**config.mk**
```make
export PLATFORM = sky130hd
export DESIGN_NAME = lrf_handler
export DESIGN_NICKNAME = d
export VERILOG_FILES = /design/src/hw/lrf_pkg.sv /design/src/hw/lrf_handler.sv
export SDC_FILE = /design/constraint.sdc
export NUM_CORES = 1
export LEC_CHECK = 0
export ABC_AREA = 1
export BUFFER_PORTS_ARGS = -buffer_cell sky130_fd_sc_hd__buf_2
export CORE_MARGIN = 3
export CORE_UTILIZATION = 25
export DETAILED_ROUTE_END_ITERATION = 10
export GPL_ROUTABILITY_DRIVEN = 0
export PLACE_DENSITY = 0.51
export RECOVER_POWER = 100
export SLEW_MARGIN = 20
export SYNTH_ARGS = -nofsm -noshare
export SYNTH_HDL_FRONTEND = slang
export SYNTH_SLANG_ARGS = --single-unit
```
**constraint.sdc**
```tcl
create_clock -name clk -period 5.7 [get_ports clk]
set_clock_uncertainty 0.15 [all_clocks]
set_input_delay 0.57 -clock clk [delete_from_list [all_inputs] [get_ports clk]]
set_output_delay 0.57 -clock clk [all_outputs]
set_load 0.01 [all_outputs]
```
**src/hw/lrf_pkg.sv**
```systemverilog
/*
 * lrf_pkg: constants and types shared by the link response frame handler.
 * Assumes octet bit 1 of the link maps to bit 0 of every byte held here.
 */
package lrf_pkg;

    // apb byte offsets, one aligned word each
    localparam logic [7:0] LRF_OFS_CTRL = 8'h00; // control bits
    localparam logic [7:0] LRF_OFS_N201 = 8'h04; // maximum information length
    localparam logic [7:0] LRF_OFS_XID_DATA = 8'h08; // xid answer octets
    localparam logic [7:0] LRF_OFS_XID_LEN = 8'h0C; // xid answer length
    localparam logic [7:0] LRF_OFS_STATUS = 8'h10; // block state, read only
    localparam logic [7:0] LRF_OFS_REJECT = 8'h14; // last rejected control field, read only

    // control register bit positions
    localparam int LRF_CTRL_MF_ALLOWED = 0; // multiple frame operation possible
    localparam int LRF_CTRL_SET_BUSY = 1; // write 1 marks local busy reported by rnr
    localparam int LRF_CTRL_SEND_DM = 2; // write 1 sends one dm response
    localparam int LRF_CTRL_XID_INFO = 3; // answer xid with an information field

    // values after reset
    localparam logic LRF_RST_MF_ALLOWED = 1'b1;
    localparam logic [15:0] LRF_RST_N201 = 16'h0104; // 260 octets
    localparam logic [2:0] LRF_RST_XID_LEN = 3'h0;

    // control field encodings with the p/f bit cleared
    localparam logic [7:0] LRF_C_SABME = 8'h6F;
    localparam logic [7:0] LRF_C_DM = 8'h0F;
    localparam logic [7:0] LRF_C_UI = 8'h03;
    localparam logic [7:0] LRF_C_DISC = 8'h43;
    localparam logic [7:0] LRF_C_UA = 8'h63;
    localparam logic [7:0] LRF_C_FRMR = 8'h87;
    localparam logic [7:0] LRF_C_XID = 8'hAF;
    localparam int LRF_PF_BIT = 4; // p/f position in an unnumbered control octet

    // frame reject reason field
    localparam logic [15:0] LRF_FRMR_REASON_LEN = 16'h0005; // octets after control
    localparam logic [3:0] LRF_FRMR_LAST = 4'h5; // index of last octet sent

    // handler states
    typedef enum logic [1:0] {
        LRF_ST_IDLE = 2'b00,
        LRF_ST_SEND = 2'b01
    } lrf_state_t;

    // response kinds
    typedef enum logic [1:0] {
        LRF_K_UA = 2'b00,
        LRF_K_DM = 2'b01,
        LRF_K_FRMR = 2'b10,
        LRF_K_XID = 2'b11
    } lrf_kind_t;

    // action held back until the ua has left
    typedef enum logic [1:0] {
        LRF_A_NONE = 2'b00,
        LRF_A_SABME = 2'b01,
        LRF_A_DISC = 2'b10
    } lrf_act_t;

endpackage : lrf_pkg

```
**src/hw/lrf_handler.sv**
```systemverilog
/*
 * lrf_handler: checks each received frame descriptor, answers with ua, dm,
 * frmr or xid responses as an octet stream, and reports mode actions.
 * Assumes a framer upstream that delivers only frames with good fcs and
 * address, and a multiple frame engine that owns vs, va and vr on clk.
 */
// Functional notes
// - ua answers sabme/disc; act only after sent
// - ua carries no information field
// - sending ua clears local busy condition
// - dm, no information, when multiframe impossible
// - listed receive faults trigger frame reject
// - unlisted control encodings count as undefined
// - nr valid only within va to vs
// - frmr carries five reason octets after control
// - octets 5,6 rejected control; unnumbered pads zero
// - octet 7 holds vs, bit 1 zero
// - octet 8 holds vr and c/r
// - octet 9 holds w x y z, rest zero
// - w set for undefined control field
// - x for forbidden info or length; w too
// - y when info exceeds n201
// - z when control held invalid nr
// - xid command answered at once, no numbers
// - interpretable xid info gets info answer
// - uninterpretable or empty xid gets empty answer
// - xid information never exceeds n201
// - xid leaves mode and sequence variables alone
// - accepted sabme resets vs, va, vr
module lrf_handler
    import lrf_pkg::*;
#(
    parameter int SEQ_W = 7 // sequence number width, modulo 128
) (
    input wire logic clk,
    input wire logic rst,
    // apb slave
    input wire logic psel,
    input wire logic penable,
    input wire logic pwrite,
    input wire logic [7:0] paddr,
    input wire logic [31:0] pwdata,
    output logic [31:0] prdata,
    output logic pready,
    output logic pslverr,
    // received frame descriptor
    input wire logic rx_valid,
    output logic rx_ready,
    input wire logic [7:0] rx_ctrl1,
    input wire logic [7:0] rx_ctrl2,
    input wire logic rx_cr,
    input wire logic [15:0] rx_info_len,
    input wire logic rx_xid_ok,
    // sequence state of the multiple frame engine
    input wire logic [SEQ_W-1:0] vs,
    input wire logic [SEQ_W-1:0] va,
    input wire logic [SEQ_W-1:0] vr,
    // response octet stream
    output logic tx_valid,
    input wire logic tx_ready,
    output logic [7:0] tx_data,
    output logic tx_last,
    // actions for the multiple frame engine
    output logic seq_reset,
    output logic disc_done,
    output logic busy_cleared,
    output logic local_busy
);

    // whole state of the block
    typedef struct packed {
        lrf_state_t st;
        lrf_kind_t kind;
        lrf_act_t act;
        logic fbit; // f bit of the response
        logic [3:0] idx; // octet being offered
        logic [3:0] last; // index of final octet
        logic tx_valid;
        logic [7:0] tx_data;
        logic [7:0] rej1; // reason octet 5
        logic [7:0] rej2; // reason octet 6
        logic rej_cr;
        logic [3:0] flags; // z y x w
        logic [SEQ_W-1:0] cap_vs;
        logic [SEQ_W-1:0] cap_vr;
        logic mf_allowed;
        logic local_busy;
        logic xid_en;
        logic dm_req;
        logic [15:0] n201;
        logic [31:0] xid_data;
        logic [2:0] xid_len;
        logic [7:0] frmr_cnt;
        logic [31:0] prdata;
        logic pslverr;
        logic seq_reset;
        logic disc_done;
        logic busy_cleared;
    } lrf_reg_t;

    lrf_reg_t r;
    lrf_reg_t next_r;

    // decode of the offered frame
    logic is_i; // information frame
    logic is_s; // supervisory frame
    logic is_u; // unnumbered frame
    logic [7:0] umask; // unnumbered control without p/f
    logic defined;
    logic [SEQ_W-1:0] nr;
    logic [SEQ_W-1:0] nr_ofs;
    logic [SEQ_W-1:0] vs_ofs;
    logic flag_w;
    logic flag_x;
    logic flag_y;
    logic flag_z;
    logic pbit;
    logic no_info_kind; // unnumbered kinds that forbid information
    logic [2:0] xid_clamp;

    // octet selected for a given index of the current response
    function automatic logic [7:0] octet_at(input lrf_reg_t s, input logic [3:0] i);
        logic [7:0] o;
        o = 8'h00;
        case (s.kind)
            LRF_K_UA: o = {LRF_C_UA[7:5], s.fbit, LRF_C_UA[3:0]};
            LRF_K_DM: o = {LRF_C_DM[7:5], s.fbit, LRF_C_DM[3:0]};
            LRF_K_FRMR: begin
                case (i)
                    4'h0: o = {LRF_C_FRMR[7:5], s.fbit, LRF_C_FRMR[3:0]};
                    4'h1: o = s.rej1;
                    4'h2: o = s.rej2;
                    4'h3: o = {s.cap_vs, 1'b0};
                    4'h4: o = {s.cap_vr, s.rej_cr};
                    4'h5: o = {4'h0, s.flags};
                    default: o = 8'h00;
                endcase
            end
            LRF_K_XID: begin
                case (i)
                    4'h0: o = {LRF_C_XID[7:5], s.fbit, LRF_C_XID[3:0]};
                    4'h1: o = s.xid_data[7:0];
                    4'h2: o = s.xid_data[15:8];
                    4'h3: o = s.xid_data[23:16];
                    4'h4: o = s.xid_data[31:24];
                    default: o = 8'h00;
                endcase
            end
            default: o = 8'h00;
        endcase
        return o;
    endfunction : octet_at

    // classify the offered frame
    always_comb begin
        is_i = ~rx_ctrl1[0];
        is_s = (rx_ctrl1[1:0] == 2'b01);
        is_u = (rx_ctrl1[1:0] == 2'b11);
        umask = rx_ctrl1 & ~(8'h01 << LRF_PF_BIT);
        // only the listed encodings are defined
        defined = is_i
            | (is_s & (rx_ctrl1[7:4] == 4'h0) & (rx_ctrl1[3:2] != 2'b11))
            | (is_u & ((umask == LRF_C_SABME) | (umask == LRF_C_DM) | (umask == LRF_C_UI)
                | (umask == LRF_C_DISC) | (umask == LRF_C_UA) | (umask == LRF_C_FRMR)
                | (umask == LRF_C_XID)));
        nr = rx_ctrl2[7:1];
        // modulo distances from va make the window test wrap safely
        nr_ofs = nr - va;
        vs_ofs = vs - va;
        flag_z = defined & (is_i | is_s) & (nr_ofs > vs_ofs);
        no_info_kind = (umask == LRF_C_SABME) | (umask == LRF_C_DM) | (umask == LRF_C_DISC)
            | (umask == LRF_C_UA);
        flag_x = defined & ((is_s & (rx_info_len != 16'h0000))
            | (is_u & no_info_kind & (rx_info_len != 16'h0000))
            | (is_u & (umask == LRF_C_FRMR) & (rx_info_len != LRF_FRMR_REASON_LEN)));
        flag_y = defined & (is_i | (is_u & ((umask == LRF_C_UI) | (umask == LRF_C_XID))))
            & (rx_info_len > r.n201);
        flag_w = ~defined | flag_x;
        pbit = is_u ? rx_ctrl1[LRF_PF_BIT] : rx_ctrl2[0];
        // xid answer length limited by n201
        if ({13'h0000, r.xid_len} > r.n201) begin
            xid_clamp = r.n201[2:0];
        end else begin
            xid_clamp = r.xid_len;
        end
    end

    // next state of everything
    always_comb begin
        next_r = r;
        next_r.seq_reset = 1'b0;
        next_r.disc_done = 1'b0;
        next_r.busy_cleared = 1'b0;
        next_r.pslverr = 1'b0;

        // response engine
        case (r.st)
            LRF_ST_IDLE: begin
                if (rx_valid) begin
                    if (flag_w | flag_y | flag_z) begin
                        // every fault found goes into one reject
                        next_r.kind = LRF_K_FRMR;
                        next_r.flags = {flag_z, flag_y, flag_x, flag_w};
                        next_r.rej1 = rx_ctrl1;
                        next_r.rej2 = is_u ? 8'h00 : rx_ctrl2;
                        next_r.rej_cr = rx_cr;
                        next_r.cap_vs = vs;
                        next_r.cap_vr = vr;
                        next_r.fbit = pbit;
                        next_r.last = LRF_FRMR_LAST;
                        next_r.act = LRF_A_NONE;
                        next_r.frmr_cnt = r.frmr_cnt + 8'h01;
                        next_r.st = LRF_ST_SEND;
                    end else if (is_u & ~rx_cr & (umask == LRF_C_SABME)) begin
                        next_r.kind = r.mf_allowed ? LRF_K_UA : LRF_K_DM;
                        next_r.act = r.mf_allowed ? LRF_A_SABME : LRF_A_NONE;
                        next_r.fbit = pbit;
                        next_r.last = 4'h0;
                        next_r.st = LRF_ST_SEND;
                    end else if (is_u & ~rx_cr & (umask == LRF_C_DISC)) begin
                        next_r.kind = LRF_K_UA;
                        next_r.act = LRF_A_DISC;
                        next_r.fbit = pbit;
                        next_r.last = 4'h0;
                        next_r.st = LRF_ST_SEND;
                    end else if (is_u & ~rx_cr & (umask == LRF_C_XID)) begin
                        // the xid answer touches no mode or sequence state
                        next_r.kind = LRF_K_XID;
                        next_r.act = LRF_A_NONE;
                        next_r.fbit = pbit;
                        if (r.xid_en & rx_xid_ok & (rx_info_len != 16'h0000)) begin
                            next_r.last = {1'b0, xid_clamp};
                        end else begin
                            next_r.last = 4'h0;
                        end
                        next_r.st = LRF_ST_SEND;
                    end
                    // other frames belong to the multiple frame engine
                end else if (r.dm_req) begin
                    next_r.kind = LRF_K_DM;
                    next_r.act = LRF_A_NONE;
                    next_r.fbit = 1'b0;
                    next_r.last = 4'h0;
                    next_r.dm_req = 1'b0;
                    next_r.st = LRF_ST_SEND;
                end
                if (next_r.st == LRF_ST_SEND) begin
                    next_r.idx = 4'h0;
                    next_r.tx_valid = 1'b1;
                    next_r.tx_data = octet_at(next_r, 4'h0);
                end
            end
            LRF_ST_SEND: begin
                if (tx_ready) begin
                    if (r.idx == r.last) begin
                        next_r.tx_valid = 1'b0;
                        next_r.st = LRF_ST_IDLE;
                        if (r.kind == LRF_K_UA) begin
                            // the mode change waits until the ua is out
                            next_r.seq_reset = (r.act == LRF_A_SABME);
                            next_r.disc_done = (r.act == LRF_A_DISC);
                            next_r.busy_cleared = r.local_busy;
                            next_r.local_busy = 1'b0;
                        end
                    end else begin
                        next_r.idx = r.idx + 4'h1;
                        next_r.tx_data = octet_at(r, r.idx + 4'h1);
                    end
                end
            end
            default: begin
                next_r.st = LRF_ST_IDLE;
                next_r.tx_valid = 1'b0;
            end
        endcase

        // apb read data is prepared in the setup cycle
        if (psel & ~penable) begin
            next_r.prdata = 32'h0000_0000;
            case (paddr)
                LRF_OFS_CTRL: next_r.prdata = {28'h0000000, r.xid_en, 2'b00, r.mf_allowed};
                LRF_OFS_N201: next_r.prdata = {16'h0000, r.n201};
                LRF_OFS_XID_DATA: next_r.prdata = r.xid_data;
                LRF_OFS_XID_LEN: next_r.prdata = {29'h00000000, r.xid_len};
                LRF_OFS_STATUS: next_r.prdata = {16'h0000, r.frmr_cnt, r.flags,
                    r.dm_req, r.local_busy, r.st};
                LRF_OFS_REJECT: next_r.prdata = {15'h0000, r.rej_cr, r.rej2, r.rej1};
                default: next_r.pslverr = 1'b1; // unmapped address
            endcase
        end else if (psel & penable) begin
            next_r.pslverr = r.pslverr;
        end

        // apb writes take effect in the access cycle
        if (psel & penable & pwrite) begin
            case (paddr)
                LRF_OFS_CTRL: begin
                    next_r.mf_allowed = pwdata[LRF_CTRL_MF_ALLOWED];
                    next_r.xid_en = pwdata[LRF_CTRL_XID_INFO];
                    // a software set wins over a clear by ua in the same cycle
                    if (pwdata[LRF_CTRL_SET_BUSY]) begin
                        next_r.local_busy = 1'b1;
                    end
                    if (pwdata[LRF_CTRL_SEND_DM]) begin
                        next_r.dm_req = 1'b1;
                    end
                end
                LRF_OFS_N201: next_r.n201 = pwdata[15:0];
                LRF_OFS_XID_DATA: next_r.xid_data = pwdata;
                LRF_OFS_XID_LEN: next_r.xid_len = (pwdata[2:0] > 3'h4) ? 3'h4 : pwdata[2:0];
                default: next_r.dm_req = next_r.dm_req; // read-only or unmapped: ignored
            endcase
        end

        if (rst) begin
            next_r = '0;
            next_r.st = LRF_ST_IDLE;
            next_r.mf_allowed = LRF_RST_MF_ALLOWED;
            next_r.n201 = LRF_RST_N201;
            next_r.xid_len = LRF_RST_XID_LEN;
        end
    end

    // single state register
    always_ff @(posedge clk) begin
        r <= next_r;
    end

    // outputs
    assign rx_ready = (r.st == LRF_ST_IDLE); // one frame at a time; busy stalls the framer
    assign tx_valid = r.tx_valid;
    assign tx_data = r.tx_data;
    assign tx_last = r.tx_valid & (r.idx == r.last);
    assign prdata = r.prdata;
    assign pready = psel & penable;
    assign pslverr = r.pslverr & psel & penable;
    assign seq_reset = r.seq_reset;
    assign disc_done = r.disc_done;
    assign busy_cleared = r.busy_cleared;
    assign local_busy = r.local_busy;

endmodule : lrf_handler

```
; ---- Word-level counts from Yosys, hierarchy flattened
; Cells that the tools add are included.
[word_totals]
reg_bits = 158
output_inout_bits = 49
[classes]
bitwise_logic = 52
n_reduce_logical = 21
n_eq_ne = 40
add_sub_neg = 4
n_mux = 55
order_cmp = 4
[ops]
columns = cell, count
row1 = 32-bit case mux with 6 select lines, 1
row2 = 8-bit case mux with 4 select lines, 2
row3 = 54-bit two-way mux, 1
row4 = 7-bit two-way mux, 7
row5 = 8-bit case mux with 6 select lines, 1
row6 = 8-bit case mux with 5 select lines, 1
row7 = 4-bit two-way mux, 9
row8 = 32-bit two-way mux, 1
row9 = 1-bit bitwise AND, 26
row10 = 7-bit by 6-bit == test with 1-bit output (second input constant), 3
row11 = 9-bit two-way mux, 2
row12 = 1-bit OR, 18
row13 = 8-bit by 4-bit == test with 1-bit output (second input constant), 2
row14 = 8-bit by 5-bit == test with 1-bit output (second input constant), 2
row15 = 16-bit greater-than comparator, 1
row16 = 3-bit by 16-bit greater-than comparator with 1-bit output, 1
row17 = 1-bit two-way mux, 16
row18 = 16-bit two-way mux, 1
row19 = 8-bit two-way mux, 2
row20 = 16-bit by 3-bit != test with 1-bit output (second input constant), 1
row21 = 8-bit case mux with 2 select lines, 1
row22 = 16-bit nonzero test, 1
row23 = 7-bit == test (second input constant), 2
row24 = 7-bit subtractor, 2
row25 = 33 further kinds, 72

; ---- Logic depth before layout (Yosys ltp)
[depth]
word_depth = 20
mapped_depth = 25

; ---- Least setup slack after synthesis
; No wires, ideal clock.
[synth_timing]
kind = in2reg
start = in vs[0]
end = reg r, in the netlist tx_data[6]
t_arrival_ns = 3.531
slack_ns = 1.904
stages = 21
required_time_ns = 5.435
path_buffers = 0
cell_sequence = inv_1 ha_1 inv_1 fa_1 a21oi_1 o21ai_0 a21o_1 a21oi_1 xor2_1 ha_1 a21oi_1 o21a_1 nand2_1 nand3_1 nand4_1 nor2_1 nor2_1 ha_1 or2_2 a21oi_1 nor2_1
[synth_via]
elab_chain_cells = 11
[synth_rtl]
columns = element, line
row1 = start: declaration, lrf_handler.sv:55  ; input wire logic [SEQ_W-1:0] vs,
row2 = 7-bit subtractor (*), lrf_handler.sv:169  ; vs_ofs = vs - va;
row3 = 7-bit greater-than comparator (*), lrf_handler.sv:170  ; flag_z = defined & (is_i | is_s) & (nr_ofs > vs_ofs);
row4 = 1-bit bitwise AND (*), lrf_handler.sv:170
row5 = 1-bit OR (*), lrf_handler.sv:200  ; if (flag_w | flag_y | flag_z) begin
row6 = 7-bit two-way mux (*), lrf_handler.sv:200
row7 = 7-bit two-way mux (*), lrf_handler.sv:199  ; if (rx_valid) begin
row8 = 7-bit two-way mux (*), lrf_handler.sv:197  ; case (r.st)
row9 = "2-bit == test, or another cell as far along", lrf_handler.sv:125  ; case (s.kind)
row10 = 8-bit case mux with 4 select lines, lrf_handler.sv:125
row11 = 9-bit two-way mux, lrf_handler.sv:247  ; if (next_r.st == LRF_ST_SEND) begin
row12 = 8-bit case mux with 2 select lines, lrf_handler.sv:197
row13 = end signal: assignment, lrf_handler.sv:326  ; r <= next_r;
row14 = end: declaration, lrf_handler.sv:101  ; lrf_reg_t r;
; Every way passes the cells marked *; elsewhere a longest branch is shown, timed or not. The select of a mux whose other input is x is not followed.
; A chain may end at the register's enable or synchronous reset.

; ---- Worst setup path in the final report
[layout_timing]
start = in vs[0]
end = reg r, in the netlist tx_data[3]
; Same word-level chain as after synthesis.

==> reports/metrics.csv <==
metric;value;unit
status;finished, violations left;
failing checks;max-capacitance violations, max-slew violations;
slew at the pin closest to its max-slew limit;2.40;ns
endpoint type of the worst setup path;register;
Final Hold Slack;0.210;ns
PostCTS Resize Cnt;0;
Die Ht;194;um
commonest non-fill, non-tap cells in the layout;nand2_1 (210), dfxtp_1 (157), nor2_1 (153);
setup TNS;0;ns
postcts setup bufs;0;
max-cap violations;1;
synthesized area;8810;um^2
Setup WS pre-CTS;1.20;ns
Post-synth EDFFs;0;
Area Overhead vs Synth;15.4;%
most common flop cell mapped by yosys;dfxtp_1;
CP max FO;16;
antenna-violating nets left;0;
Die Footprint;37500;um^2
PnR worst setup slack;1.31;ns
# fillers;3832;
Pwr per Cell Area;271;nW/um^2
f_max;0.228;GHz
drt initial violations;622;
Initial Util;25.4;%
cell leakage power;4.22;nW
Detailed Place HPWL;24.3;mm
cts bufs inserted;17;
First-pass DRT Iterations;5;
first-pass GRT wire length;47.9;mm
Async S/R FF share, synth;0;%
row cnt;68;
core area;34600;um^2
total number of vias;8623;
Overflow after GRT;0;
H-tree depth;4;
clock tree from TritonCTS;built;
Critical Path AT;4.61;ns
initial antenna violation count;2;
CP Launch Type;input pin;
pin count of the biggest net entering global routing;79;
total power;2.75;mW
Root Driver;clkbuf_16;
PortBufs;150;
DRC;0;
register area;3140;um^2
RSZ-0062 raised after global routing;false;
synthesized flop and latch total;157;
Post-Route WL;31.3;mm
Synthesis Warnings;0;
hold buffers post-CTS;0;
Final Net Count;1507;
syn nets;1419;
CTS Buffer Depth;2;
library cells used by synthesis;48;
post-route minimum period;4.39;ns
Rel. slew slack;-59.9;%
worst hold path class;input pin to register;
clk slew on worst S/H paths;0.07;ns
VDD IR-drop max;0.194;mV
CP required;5.92;ns
I/O pin cnt;151;
Period Utilization, post-route;76.9;%
post-synthesis sequential area ratio;35.7;%
layout cell share with drive strength beyond 1;10.8;%
CTS sink cnt;157;
critical path type;input pin to register;
synthesized area per cell;6.94;um^2
post-DR vias/cell;4.72;
WL/cell;17.1;um
Slew Limit Fails;43;
Fin. Hold Viols;0;
reg2reg setup slack;2.22;ns
most common cell after layout, fill and taps aside;nand2_1;
final setup fails;0;
total routing usage reported by global routing;16.3;%
vias in the first global route;8156;
cells after synthesis;1270;
Skew-Pair Late Insertion Delay;0.44;ns
area of the multi-input gates;4530;um^2
die width;194;um
## final cells by class
class,count,area share (%)
antenna,2,0.0492
clock buffer,17,4.18
clock inverter,15,1.89
inverter,156,5.78
multi-input combinational,871,44.6
sequential,157,30.9
tap,455,5.60
timing repair buffer,155,7.03
## stage by stage
step	util [%]	instance area (um^2)	cells
floorplan	-	8810	1270
global placement	27.9	9660	1794
detailed placement	27.9	9660	1794
CTS	29.7	10300	1826
global route	29.4	10200	1827
finish	29.4	10200	1828
## routing by layer
layer  global-route usage (%)  vias to the layer above  routed length [um]
li1                         -                     4355                   -
met1                     23.2                     3952               15100
met2                     24.8                      286               13500
met3                     3.93                       30                2200
met4                     4.02                        0                 486
met5                        0                        -                   0
## power by group
part	switching [mW]	internal [mW]
registers	0.0296	1.14
clock network	0.578	0.600
logic	0.270	0.136
total	0.877	1.87
## sequential cells by signal (all words and copies together) (netlist names)
register and cells:
tx_valid 1, seq_reset 1, tx_data 8, r 112, disc_done 1, local_busy 1, prdata 32, busy_cleared 1
## kinds of logic (layout without fill, tap and decap cells)
| group | count (synthesis) | after routing | synth area share, % |
|---|---|---|---|
| AND/OR/NAND/NOR | 442 | 442 | 21.0 |
| AO/OA/AOI/OAI | 365 | 365 | 22.4 |
| buffers and inverters | 242 | 343 | 12.5 |
| flip-flops | 157 | 157 | 35.7 |
| adder cells (fa/ha/maj) | 47 | 47 | 6.84 |
| XOR/XNOR | 15 | 15 | 1.49 |
| other | 1 | 3 | 0.0426 |
| multiplexers | 1 | 1 | 0.114 |
## path summary, 6_finish.rpt
check | start | endpoint | cells after the start
setup / recovery | vs[0] | tx_data[3]$_SDFFE_PP0P_ | 23
hold / removal | pwdata[19] | r[66]$_SDFFE_PP0P_ | 3
setup reg to reg | r[93]$_SDFFE_PP0P_ | tx_data[3]$_SDFFE_PP0P_ | 16
hold reg to reg | r[44]$_SDFFE_PP0P_ | r[44]$_SDFFE_PP0P_ | 2
## synthesized netlist by cell type (all sizes together), types with 3 or more instances
library cell	n	area (um^2)
a21oi	152	761
nand2	212	818
a211oi	8	60.1
clkinv	4	15.0
nor4	4	25.0
dfxtp	157	3140
o2111ai	3	26.3
nor3	12	65.1
o22ai	20	125
clkbuf	35	131
o211ai	10	75.1
buf	51	380
xor2	10	87.6
xnor2	5	43.8
a221oi	3	26.3
nand3	39	213
nand4	11	68.8
nor2	159	622
ha	45	563
inv	152	571
o21ai	150	751
o221ai	5	43.8
o31ai	5	37.5
## worst max-delay path: stages
cell and delay, ns:
buf_2 0.10, inv_1 0.09, ha_1 0.15, inv_1 0.06
fa_1 0.41, a21oi_1 0.14, o21ai_0 0.13, a21o_1 0.18
a21oi_1 0.15, xor2_1 0.16, ha_1 0.25, a21oi_1 0.15
o21a_1 0.13, nand2_1 0.05, nand3_1 0.18, nand3_1 0.19
nor2_1 0.24, nand2_2 0.06, nand2_1 0.23, nand2_1 0.39
inv_1 0.35, nor2_1 0.11, nor2_1 0.09
Power figures use the tool's default switching activity.
